**src/core/mii_consts.vh**
```
// Timing constants for the nibble link as seen from the physical layer side
`ifndef MII_CONSTS_VH
`define MII_CONSTS_VH

// Reference clock period, ns
`define MII_REF_PERIOD_NS 8
// Nominal nibble clock period at 100 Mb/s (25 MHz) and at 10 Mb/s (2.5 MHz), ns
`define MII_NIB_PERIOD_100_NS 40
`define MII_NIB_PERIOD_10_NS 400
// Reference cycles per nibble clock period
`define MII_DIV_100 (`MII_NIB_PERIOD_100_NS / `MII_REF_PERIOD_NS)
`define MII_DIV_10 (`MII_NIB_PERIOD_10_NS / `MII_REF_PERIOD_NS)
// Counter width for the clock divider
`define MII_CNT_W 6
// Receive buffer word: error flag and nibble
`define MII_RXW 5
// Speed after reset: 1 selects 100 Mb/s
`define MII_SPD_RST 1'b1

`endif

```
**src/core/mii_phy_link.v**
```verilog
// Physical layer end of the nibble link: clock generation, transmit capture, receive delivery, carrier
`timescale 1ns/100ps
`default_nettype none

// Overview of operation
// RL1: Receiving side reports a frame check error when receive error flags a frame.
// RL2: Transmit clock is bit rate over four: 25 MHz or 2.5 MHz.
// RL3: Receive clock is received bit rate over four, matching current speed.
// RL4: While receiving, receive clock follows recovered line clock; nibbles synchronous to it.
// RL5: On lost signal, receive clock runs from the local transmit clock reference.
// RL6: Receive clock source may change only while receive data valid is low.
// RL7: After valid drops, no receive clock phase exceeds two nominal periods.
// RL8: Transmit enable rises together with the first preamble nibble.
// RL9: Transmit enable stays high until every frame nibble is presented.
// RL10: Transmit enable and data change only with transmit clock; enable drops promptly.
// RL11: Far end registers transmit outputs and synchronises receive inputs.
// RL12: Clock rate follows configured speed and changes only with no frame in transfer.
// RL13: Transmit error with enable at 100 Mb/s emits an invalid symbol, else ignored.
// RL14: Receive data valid spans first to last nibble, changing with receive clock.
// RL15: Carrier sense high when transmit or receive busy, through collisions.
// RL16: Collision indication high while a collision on the medium persists.

module mii_fifo2 #(
  parameter WIDTH = 5
) (
  input wire clk,
  input wire rst,
  input wire in_valid,
  output wire in_ready,
  input wire [WIDTH-1:0] in_data,
  output wire out_valid,
  input wire out_ready,
  output wire [WIDTH-1:0] out_data
);
  reg [WIDTH-1:0] mem_reg [0:1];
  reg wptr_reg;
  reg rptr_reg;
  reg [1:0] count_reg;
  wire push;
  wire pop;

  assign in_ready = (count_reg != 2'h2);
  assign out_valid = (count_reg != 2'h0);
  assign out_data = mem_reg[rptr_reg];
  assign push = in_valid & in_ready;
  assign pop = out_valid & out_ready;

  always @(posedge clk) begin
    if (push) begin
      mem_reg[wptr_reg] <= in_data;
    end
    if (rst) begin
      wptr_reg <= 1'b0;
      rptr_reg <= 1'b0;
      count_reg <= 2'h0;
    end else begin
      if (push) begin
        wptr_reg <= ~wptr_reg;
      end
      if (pop) begin
        rptr_reg <= ~rptr_reg;
      end
      if (push & ~pop) begin
        count_reg <= count_reg + 2'h1;
      end else if (pop & ~push) begin
        count_reg <= count_reg - 2'h1;
      end
    end
  end
endmodule // mii_fifo2

module mii_phy_link (
  input wire ref_clk,
  input wire rst,
  input wire spd_100_cfg,
  output wire tx_clk,
  input wire tx_en,
  input wire [3:0] txd,
  input wire tx_er,
  output wire rx_clk,
  output wire rx_dv,
  output wire [3:0] rxd,
  output wire rx_er,
  output wire crs,
  output wire col,
  output wire line_tx_valid,
  output wire [3:0] line_tx_nibble,
  output wire line_tx_invalid,
  input wire line_rx_valid,
  output wire line_rx_ready,
  input wire [3:0] line_rx_nibble,
  input wire line_rx_err,
  input wire line_rec_clk,
  input wire line_sig_ok,
  input wire line_rx_busy,
  input wire line_col_det
);
`include "mii_consts.vh"

  // Divider lengths held as integers, cut to the counter width where they are used
  localparam integer DIV_100_I = `MII_DIV_100;
  localparam integer DIV_10_I = `MII_DIV_10;

  reg spd_reg;
  reg [`MII_CNT_W-1:0] cnt_reg;
  reg [`MII_CNT_W-1:0] cnt_next;
  reg tx_clk_reg;
  reg tx_en_s1_reg;
  reg tx_en_s2_reg;
  reg [3:0] txd_s1_reg;
  reg [3:0] txd_s2_reg;
  reg tx_er_s1_reg;
  reg tx_er_s2_reg;
  reg rec_s1_reg;
  reg rec_s2_reg;
  reg tx_active_reg;
  reg ltx_valid_reg;
  reg [3:0] ltx_nibble_reg;
  reg ltx_invalid_reg;
  reg use_rec_reg;
  reg rx_clk_reg;
  reg rx_dv_reg;
  reg [3:0] rxd_reg;
  reg rx_er_reg;
  reg crs_reg;
  reg col_reg;
  wire [`MII_CNT_W-1:0] div_now;
  wire [`MII_CNT_W-1:0] high_cnt;
  wire wrap;
  wire rx_src;
  wire rx_fall;
  wire fifo_valid;
  wire [`MII_RXW-1:0] fifo_data;
  wire col_now;

  // Divider sets the nibble clock rate from the current speed
  assign div_now = spd_reg ? DIV_100_I[`MII_CNT_W-1:0] : DIV_10_I[`MII_CNT_W-1:0]; // RL2
  assign high_cnt = {1'b0, div_now[`MII_CNT_W-1:1]};
  assign wrap = (cnt_reg == div_now - 6'h01);

  always @* begin
    cnt_next = wrap ? 6'h00 : cnt_reg + 6'h01;
  end

  // Receive clock source: recovered line clock while locked, else the transmit reference
  assign rx_src = use_rec_reg ? rec_s2_reg : tx_clk_reg; // RL3 RL4 RL5
  assign rx_fall = rx_clk_reg & ~rx_src;
  assign col_now = line_col_det | (tx_active_reg & line_rx_busy);

  mii_fifo2 #(
    .WIDTH(`MII_RXW)
  ) u_rx_buf (
    .clk(ref_clk),
    .rst(rst),
    .in_valid(line_rx_valid),
    .in_ready(line_rx_ready),
    .in_data({line_rx_err, line_rx_nibble}),
    .out_valid(fifo_valid),
    .out_ready(rx_fall),
    .out_data(fifo_data)
  );

  always @(posedge ref_clk) begin
    // Pins from the far end pass two flops before anything looks at them
    tx_en_s1_reg <= tx_en;
    tx_en_s2_reg <= tx_en_s1_reg;
    txd_s1_reg <= txd;
    txd_s2_reg <= txd_s1_reg;
    tx_er_s1_reg <= tx_er;
    tx_er_s2_reg <= tx_er_s1_reg;
    rec_s1_reg <= line_rec_clk;
    rec_s2_reg <= rec_s1_reg;
    if (rst) begin
      spd_reg <= `MII_SPD_RST;
      cnt_reg <= 6'h00;
      tx_clk_reg <= 1'b1;
      tx_active_reg <= 1'b0;
      ltx_valid_reg <= 1'b0;
      ltx_nibble_reg <= 4'h0;
      ltx_invalid_reg <= 1'b0;
      use_rec_reg <= 1'b0;
      rx_clk_reg <= 1'b1;
      rx_dv_reg <= 1'b0;
      rxd_reg <= 4'h0;
      rx_er_reg <= 1'b0;
      crs_reg <= 1'b0;
      col_reg <= 1'b0;
    end else begin
      cnt_reg <= cnt_next;
      tx_clk_reg <= (cnt_next < high_cnt); // RL2
      // Rate changes only on a period boundary with both directions idle
      if (wrap & ~tx_active_reg & ~tx_en_s2_reg & ~rx_dv_reg & ~fifo_valid) begin
        spd_reg <= spd_100_cfg; // RL12
      end
      // Capture the nibble that stood before the rising edge about to be driven
      ltx_valid_reg <= 1'b0;
      ltx_invalid_reg <= 1'b0;
      if (wrap) begin
        tx_active_reg <= tx_en_s2_reg; // RL8 RL9 RL10
        ltx_valid_reg <= tx_en_s2_reg;
        ltx_nibble_reg <= txd_s2_reg;
        ltx_invalid_reg <= tx_en_s2_reg & tx_er_s2_reg & spd_reg; // RL13
      end
      // Swap source only when idle and both clocks sit at the same level, so no runt or long phase
      if (~rx_dv_reg & ~fifo_valid & (use_rec_reg != line_sig_ok) & (rec_s2_reg == tx_clk_reg)) begin
        use_rec_reg <= line_sig_ok; // RL6 RL7
      end
      rx_clk_reg <= rx_src; // RL4
      // Receive outputs change on the falling edge, so the far end samples them stable
      if (rx_fall) begin
        rx_dv_reg <= fifo_valid; // RL14
        rxd_reg <= fifo_valid ? fifo_data[3:0] : 4'h0;
        rx_er_reg <= fifo_valid & fifo_data[4]; // RL1
      end
      col_reg <= col_now; // RL16
      crs_reg <= tx_active_reg | line_rx_busy | col_now; // RL15
    end
  end

  assign tx_clk = tx_clk_reg;
  assign rx_clk = rx_clk_reg;
  assign rx_dv = rx_dv_reg;
  assign rxd = rxd_reg;
  assign rx_er = rx_er_reg;
  assign crs = crs_reg;
  assign col = col_reg;
  assign line_tx_valid = ltx_valid_reg;
  assign line_tx_nibble = ltx_nibble_reg;
  assign line_tx_invalid = ltx_invalid_reg;
endmodule // mii_phy_link

`default_nettype wire

```
**config.mk**
```make
export PLATFORM = sky130hd
export DESIGN_NAME = mii_phy_link
export DESIGN_NICKNAME = d
export VERILOG_FILES = /design/src/core/mii_phy_link.v
export VERILOG_INCLUDE_DIRS = /design/src /design/src/core
export SDC_FILE = /design/constraint.sdc
export NUM_CORES = 1
export LEC_CHECK = 0
export ABC_AREA = 1
export BUFFER_PORTS_ARGS = -buffer_cell sky130_fd_sc_hd__buf_4
export CAP_MARGIN = 10
export CORE_MARGIN = 5
export CORE_UTILIZATION = 40
export CTS_CLUSTER_DIAMETER = 100
export DETAILED_ROUTE_END_ITERATION = 16
export GPL_TIMING_DRIVEN = 0
export SLEW_MARGIN = 20
export SYNTH_ARGS = -nofsm -noshare
export SYNTH_HDL_FRONTEND = slang
export SYNTH_SLANG_ARGS = --single-unit
```
**constraint.sdc**
```tcl
create_clock -name ref_clk -period 1.6 [get_ports ref_clk]
set_clock_uncertainty 0.1 [all_clocks]
set_input_delay 0.32 -clock ref_clk [delete_from_list [all_inputs] [get_ports ref_clk]]
set_output_delay 0.32 -clock ref_clk [all_outputs]
set_load 0.05 [all_outputs]
```
### Word level (Yosys, flattened, before mapping)

Memory sizes are Yosys's and may differ from the RTL's. A register that Yosys moved wholly into a read port is not among the register bits.
Cells that the tools add are included.

* add/subtract/negate cells: 4
* multiply operators: 0
* div/mod/pow operators: 0
* magnitude comparators: 1
* equality and inequality tests: 4
* shift-type cells: 0
* mux-type cells: 10
* bitwise logic cells: 29
* reduce and logical (&&, ||, !) cells: 3

Operators by type and width (number)
* AND 1 bit: 16
* two-way mux 6 bit: 2
* NOT 1 bit: 10
* adder 6 x 1 -> 6 bit (second input constant): 1
* equality test 6 bit: 1
* less-than comparator 6 x 5 -> 1 bit: 1
* subtractor 6 x 1 -> 6 bit (second input constant): 1
* two-way mux 1 bit: 5
* two-way mux 2 bit: 2
* two-way mux 4 bit: 1
* nonzero test 2 bit: 2
* OR 1 bit: 3
* adder 2 x 1 -> 2 bit (second input constant): 1
* != test 2 bit (second input constant): 1
* OR reduction 2 bit: 1
* subtractor 2 x 1 -> 2 bit (second input constant): 1
* equality test 1 bit: 1
* != test 1 bit: 1

* register bits after elaboration: 43
* bits in latches: 0
* bits in writable memories: 10
* ROM bits: 0
* input port bits: 19
* output and inout bits: 17
* word-level logic and storage cells: 77
* memories: 1

Memories
* u_rx_buf.mem_reg: words 2, width 5, read ports 1, clocked after Yosys merged registers in 1, wr ports 1, RTL line mii_phy_link.v:35 `reg [WIDTH-1:0] mem_reg [0:1];`

### Logic depth before layout (Yosys ltp)

* depth in word-level cells: 7
* mapped depth: 14
* mapped depth without buffers: 13

### Hierarchy

A second synthesis with hierarchy kept.

* cell total of the unflattened synthesis: 214
* area, all modules: 2016.9 um^2

Modules (own cells, without submodules)
* mii_phy_link: times used 1, cells an instance 162, area an instance 1410.1 um^2, seq. area each 780.7 um^2
* mii_fifo2: times used 1, cells an instance 52, area an instance 606.8 um^2, seq. area each 400.4 um^2

### Least setup slack after synthesis

Ideal clock, no wire load.

* kind: register to register
* start: register tx_clk_reg (netlist: tx_clk)
* end: register u_rx_buf.count_reg[1]
* setup time: 0.122 ns
* data arrival time: 1.664 ns
* data required time: 1.378 ns
* slack: -0.286 ns
* stages on the path, launching flop included: 10
* path buffers: 0
* period minus slack after synthesis: 1.886 ns
* path through: dfxtp_1 inv_1 o21ai_0 inv_1 nand3_1 ha_1 a21oi_1 o21ai_0 o21ai_0 a21oi_1

* word-level cells in the longest chain between the ends: 7
* elaborated cells between the ends (all ways): 9
* classes of those cells: mux (2); bitwise (6); reduce/logical (1)

Ends and longest elaborated chain
* start: declaration: RTL line mii_phy_link.v:107 `reg tx_clk_reg;`
* start signal: assignment: RTL line mii_phy_link.v:190 `tx_clk_reg <= (cnt_next < high_cnt);`
* two-way mux 1 bit *: RTL line mii_phy_link.v:146 `assign rx_src = use_rec_reg ? rec_s2_reg : tx_clk_reg;`
* NOT 1 bit *: RTL line mii_phy_link.v:147 `assign rx_fall = rx_clk_reg & ~rx_src;`
* AND 1 bit *: RTL line mii_phy_link.v:147
* AND 1 bit *: RTL line mii_phy_link.v:46 `assign pop = out_valid & out_ready;`
* NOT 1 bit: RTL line mii_phy_link.v:63 `if (push & ~pop) begin`
* AND 1 bit: RTL line mii_phy_link.v:63
* two-way mux 2 bit or nonzero test 2 bit (tied branches)
* end signal: assignment: RTL line mii_phy_link.v:64 `count_reg <= count_reg + 2'h1;`
* end signal: assignment: RTL line mii_phy_link.v:66 `count_reg <= count_reg - 2'h1;`
* end: declaration: RTL line mii_phy_link.v:38 `reg [1:0] count_reg;`

Mark *: on every way between the ends. The rest lies on a longest branch, timed or not.
A chain may end at the register's enable or synchronous reset.

### Worst setup path in the final report

* start: register cnt_reg[0]
* end: register tx_clk_reg (netlist: tx_clk)

* word-level cells in the longest chain between the ends: 3
* elaborated cells between the ends (all ways): 4
* classes of those cells: add/sub (1); order compare (1); eq/ne (1); mux (1)

Ends and longest elaborated chain
* start: declaration: RTL line mii_phy_link.v:105 `` reg [`MII_CNT_W-1:0] cnt_reg; ``
* start signal: assignment: RTL line mii_phy_link.v:189 `cnt_reg <= cnt_next;`
* adder 6 x 1 -> 6 bit or equality test 6 bit (tied branches): RTL line mii_phy_link.v:142, mii_phy_link.v:139
* two-way mux 6 bit *: RTL line mii_phy_link.v:142 `cnt_next = wrap ? 6'h00 : cnt_reg + 6'h01;`
* via cnt_next[4]: RTL line mii_phy_link.v:106 `` reg [`MII_CNT_W-1:0] cnt_next; ``
* less-than comparator 6 x 5 -> 1 bit *: RTL line mii_phy_link.v:190

The timed path passes the listed nets; every way through them passes the cells marked *.

==> Flow_metrics.wiki <==
{| class="wikitable"
! Metric !! Value
|-
| Combinational group share of total power || 28.9%
|-
| Class of the tightest hold or removal check || input port to flop
|-
| CTS tree || built
|-
| Peak fanout along the critical path || 5
|-
| DPL Wire Length || 2.47 mm
|-
| Compound-Gate Fraction of Synth Area || 6.46%
|-
| IR drop worst, VDD || 0.000647 V
|-
| Clock slew at reported path FFs || 0.10 ns
|-
| Total routed wirelength || 3.59 mm
|-
| Core area || 4720 um^2
|-
| Final Wtd Congestion || 0.739
|-
| Ratio of final minimum period to clock period || 103%
|-
| Synthesized flop and latch total || 54
|-
| Antenna diodes || 0
|-
| Part of the Yosys area used for sequential elements || 60.9%
|-
| Total number of vias || 1452
|-
| Global-route wire length before repair || 5.84 mm
|-
| Standard cell with the maximum stage delay on the critical path || dfxtp_4
|-
| Final setup violation count || 1
|-
| Synthesized-area fraction occupied by xor and xnor cells || 1.81%
|-
| Count of TritonRoute iterations in the first routing pass || 4
|-
| Worst Max-Slew Pin Slew || 0.462 ns
|-
| Int Power || 2.28 mW
|-
| Post-synthesis adder-cell area fraction || 3.23%
|-
| Maximum count of clock buffers along a single path || 2
|-
| Post-placement cell area || 2290 um^2
|-
| Dominant combinational cell family by area after synthesis || simple AND/OR/NAND/NOR gates
|-
| Number of sinks driven by the clock tree || 54
|-
| Root cell of the clock tree || clkbuf_8
|-
| WHS || 0.0944 ns
|-
| Number of flip-flops in the largest register || 10
|-
| Switching component of the power || 1.16 mW
|-
| Category of the worst setup path launch point || flop
|-
| Count of unresolved DRC violations after routing || 0
|-
| X dimension of the die || 79.6 um
|-
| Overall Global Routing Usage || 12.0%
|-
| Final WS setup || -0.0541 ns
|-
| Number of distinct library cell variants in the gate-level netlist after synthesis || 25
|-
| Cell area after technology mapping || 1940 um^2
|-
| Slowest stage delay, CP || 0.39 ns
|-
| Simple-Gate Fraction of Synth Area || 18.5%
|-
| Ratio of cells with drive above 1 in the final layout || 36.5%
|-
| Chain of cells forming the critical path || ha_4 > nand3_4 > xor2_4 > nor2_4 > ha_4 > a21o_1 > nor2_1 > nand2_1 > nand2_1
|-
| Required time at the endpoint of the critical path || 1.74 ns
|-
| Synth warn || 0
|-
| Switching share of power || 33.7%
|-
| Flop pwr share || 49.2%
|-
| Pwr dens || 1290 nW/um^2
|-
| Via density per instance || 4.40
|-
| Number of global-route vias before repair || 1300
|-
| Initial antenna violation count || 0
|-
| Initial DRC Count || 54
|-
| Max H-tree Level || 2
|-
| Leakage power || 1.17 nW
|-
| Share of cell area taken by muxes after synthesis || 2.91%
|-
| Violations in the final reports || setup timing
|-
| Final hold violations || 0
|-
| Number of routed nets with antenna violations || 0
|-
| TritonCTS Buffers || 5
|-
| Run status || finished with violations
|-
| PortBufs || 34
|-
| Clock latency on the worst-skew pair || 0.30 ns
|-
| Ports || 36
|-
| Die outline height || 79.6 um
|-
| Final standard cell area without fillers || 2660 um^2
|-
| Post-synthesis cell count || 201
|-
| Pin count of the biggest net entering global routing || 18
|-
| Final Critical Period || 1.65 ns
|-
| Setup repair after global routing missed its margin || true
|-
| Synthesized area per cell || 9.64 um^2
|-
| Critical path data arrival time || 1.80 ns
|-
| Routed wire length per instance || 10.9 um
|-
| Aggregate global routing overflow || 0
|-
| Area growth from synthesis to layout || 37.2%
|-
| Clock share of power || 21.9%
|-
| Fmax || 0.605 GHz
|-
| Number of nets in the layout || 286
|-
| Kind of end point of the critical path || flop
|-
| Tightest slew margin relative to the limit || 69.1%
|-
| Max-capacitance violation count || 0
|-
| Synthesized netlist net count || 225
|-
| Initial standard-cell utilization of the core || 41.0%
|-
| Number of max-slew violations in the final report || 0
|-
| Startpoint-to-endpoint class of the critical path || flop to flop
|-
| Die Area || 6340 um^2
|-
| Standard-cell rows || 25
|}
through the flow:
stage | std cells | utilization [%] | power, mW | TNS (ns) | setup WS, ns
3_5_place_dp | 302 | 48.5 | 2.64 | -0.376 | -0.345
3_3_place_gp | 302 | 48.5 | 2.63 | -0.399 | -0.366
6_report | 330 | 56.3 | 3.44 | -0.0541 | -0.0541
5_1_grt | 330 | 56.3 | 3.68 | -0.280 | -0.166
2_1_floorplan | 201 | - | 2.38 | -0.222 | -0.112
4_1_cts | 319 | 53.0 | 3.42 | -0.0509 | -0.0380
worst max-delay path: cells and delay by family (launching register included):
kind                       cells  cell delay (ns)
DFF                            1             0.39
AOI/OAI and AO/OA              1             0.17
and+or+nand+nor                5             0.41
xor gates and xnor gates       1             0.17
adders and majority gates      2             0.36
final cells by class:
cell class                 count  area [um^2]
fill                         437         2060
timing repair buffer          55          430
sequential                    54         1200
buffer                         3         12.5
inverter                      24          100
multi-input combinational    119          741
clock inverter                 2         17.5
clock buffer                   6         72.6
tap                           67         83.8
power by group through the flow:
stage / clock network, mW / registers, mW / logic, mW
global placement: 0 / 1.72 / 0.909
detailed placement: 0 / 1.72 / 0.915
floorplan: 0 / 1.89 / 0.491
finish: 0.751 / 1.69 / 0.994
CTS: 0.778 / 1.69 / 0.947
global route: 0.842 / 1.72 / 1.12
cell usage in the layout, fill, tap and decap left out, types with 7 or more instances in the layout:
cell           Yosys  routed
a21oi_1           12      12
buf_4              0      48
dfxtp_1           44      35
dlygate4sd3_1      0       7
edfxtp_1          10      10
inv_1             21      21
nand2_1           34      32
nor2_1            25      19
nor2_2             4       8
o21ai_0           10       7
worst paths after layout:
kind              cells after the start               from  slack [ns]                endpoint
setup / recovery                      9         cnt_reg[0]       -0.05                  tx_clk
setup reg to reg                      9         cnt_reg[0]       -0.05                  tx_clk
hold reg to reg                       0      txd_s1_reg[2]        0.23           txd_s2_reg[2]
hold / removal                        1  line_rx_nibble[2]        0.09  u_rx_buf.mem_reg[1][2]
cell usage after synthesis (all sizes together):
cell type | instances | area share (%)
a21o | 1 | 0.39
a21oi | 12 | 3.1
buf | 2 | 1.0
clkbuf | 2 | 0.39
dfxtp | 44 | 45
edfxtp | 10 | 15
ha | 5 | 3.2
inv | 24 | 4.8
mux2 | 5 | 2.9
nand2 | 35 | 6.9
nand3 | 9 | 3.0
nor2 | 29 | 6.1
nor3 | 6 | 1.8
o21ai | 10 | 2.6
o31ai | 1 | 0.39
or2 | 2 | 0.65
xnor2 | 1 | 0.45
xor2 | 3 | 1.4
routing by layer:
metal  wire length [um]  up-vias  global-route usage, %  share of wire, %
met5                  0        -                      0                 0
met4                 62        0                   5.15               1.7
met3                208        7                   3.50               5.8
met2               1660       34                   17.9                46
met1               1670      643                   16.3                46
li1                   -      768                      -                 -
kinds of logic after synthesis:
group | after synthesis
XOR/XNOR | 4
multiplexers | 5
flip-flops | 54
AND/OR/NAND/NOR | 81
AO/OA/AOI/OAI | 24
buffers and inverters | 28
adder cells (fa/ha/maj) | 5
what timing repair did:
item,4_1_cts,5_1_grt
setup buffers,10,5
gates resized for setup,15,17
endpoints found under the hold margin,0,7
hold buffers,0,7
pin swaps,11,7
endpoints found under the setup margin,2,6
Power figures use the tool's default switching activity.
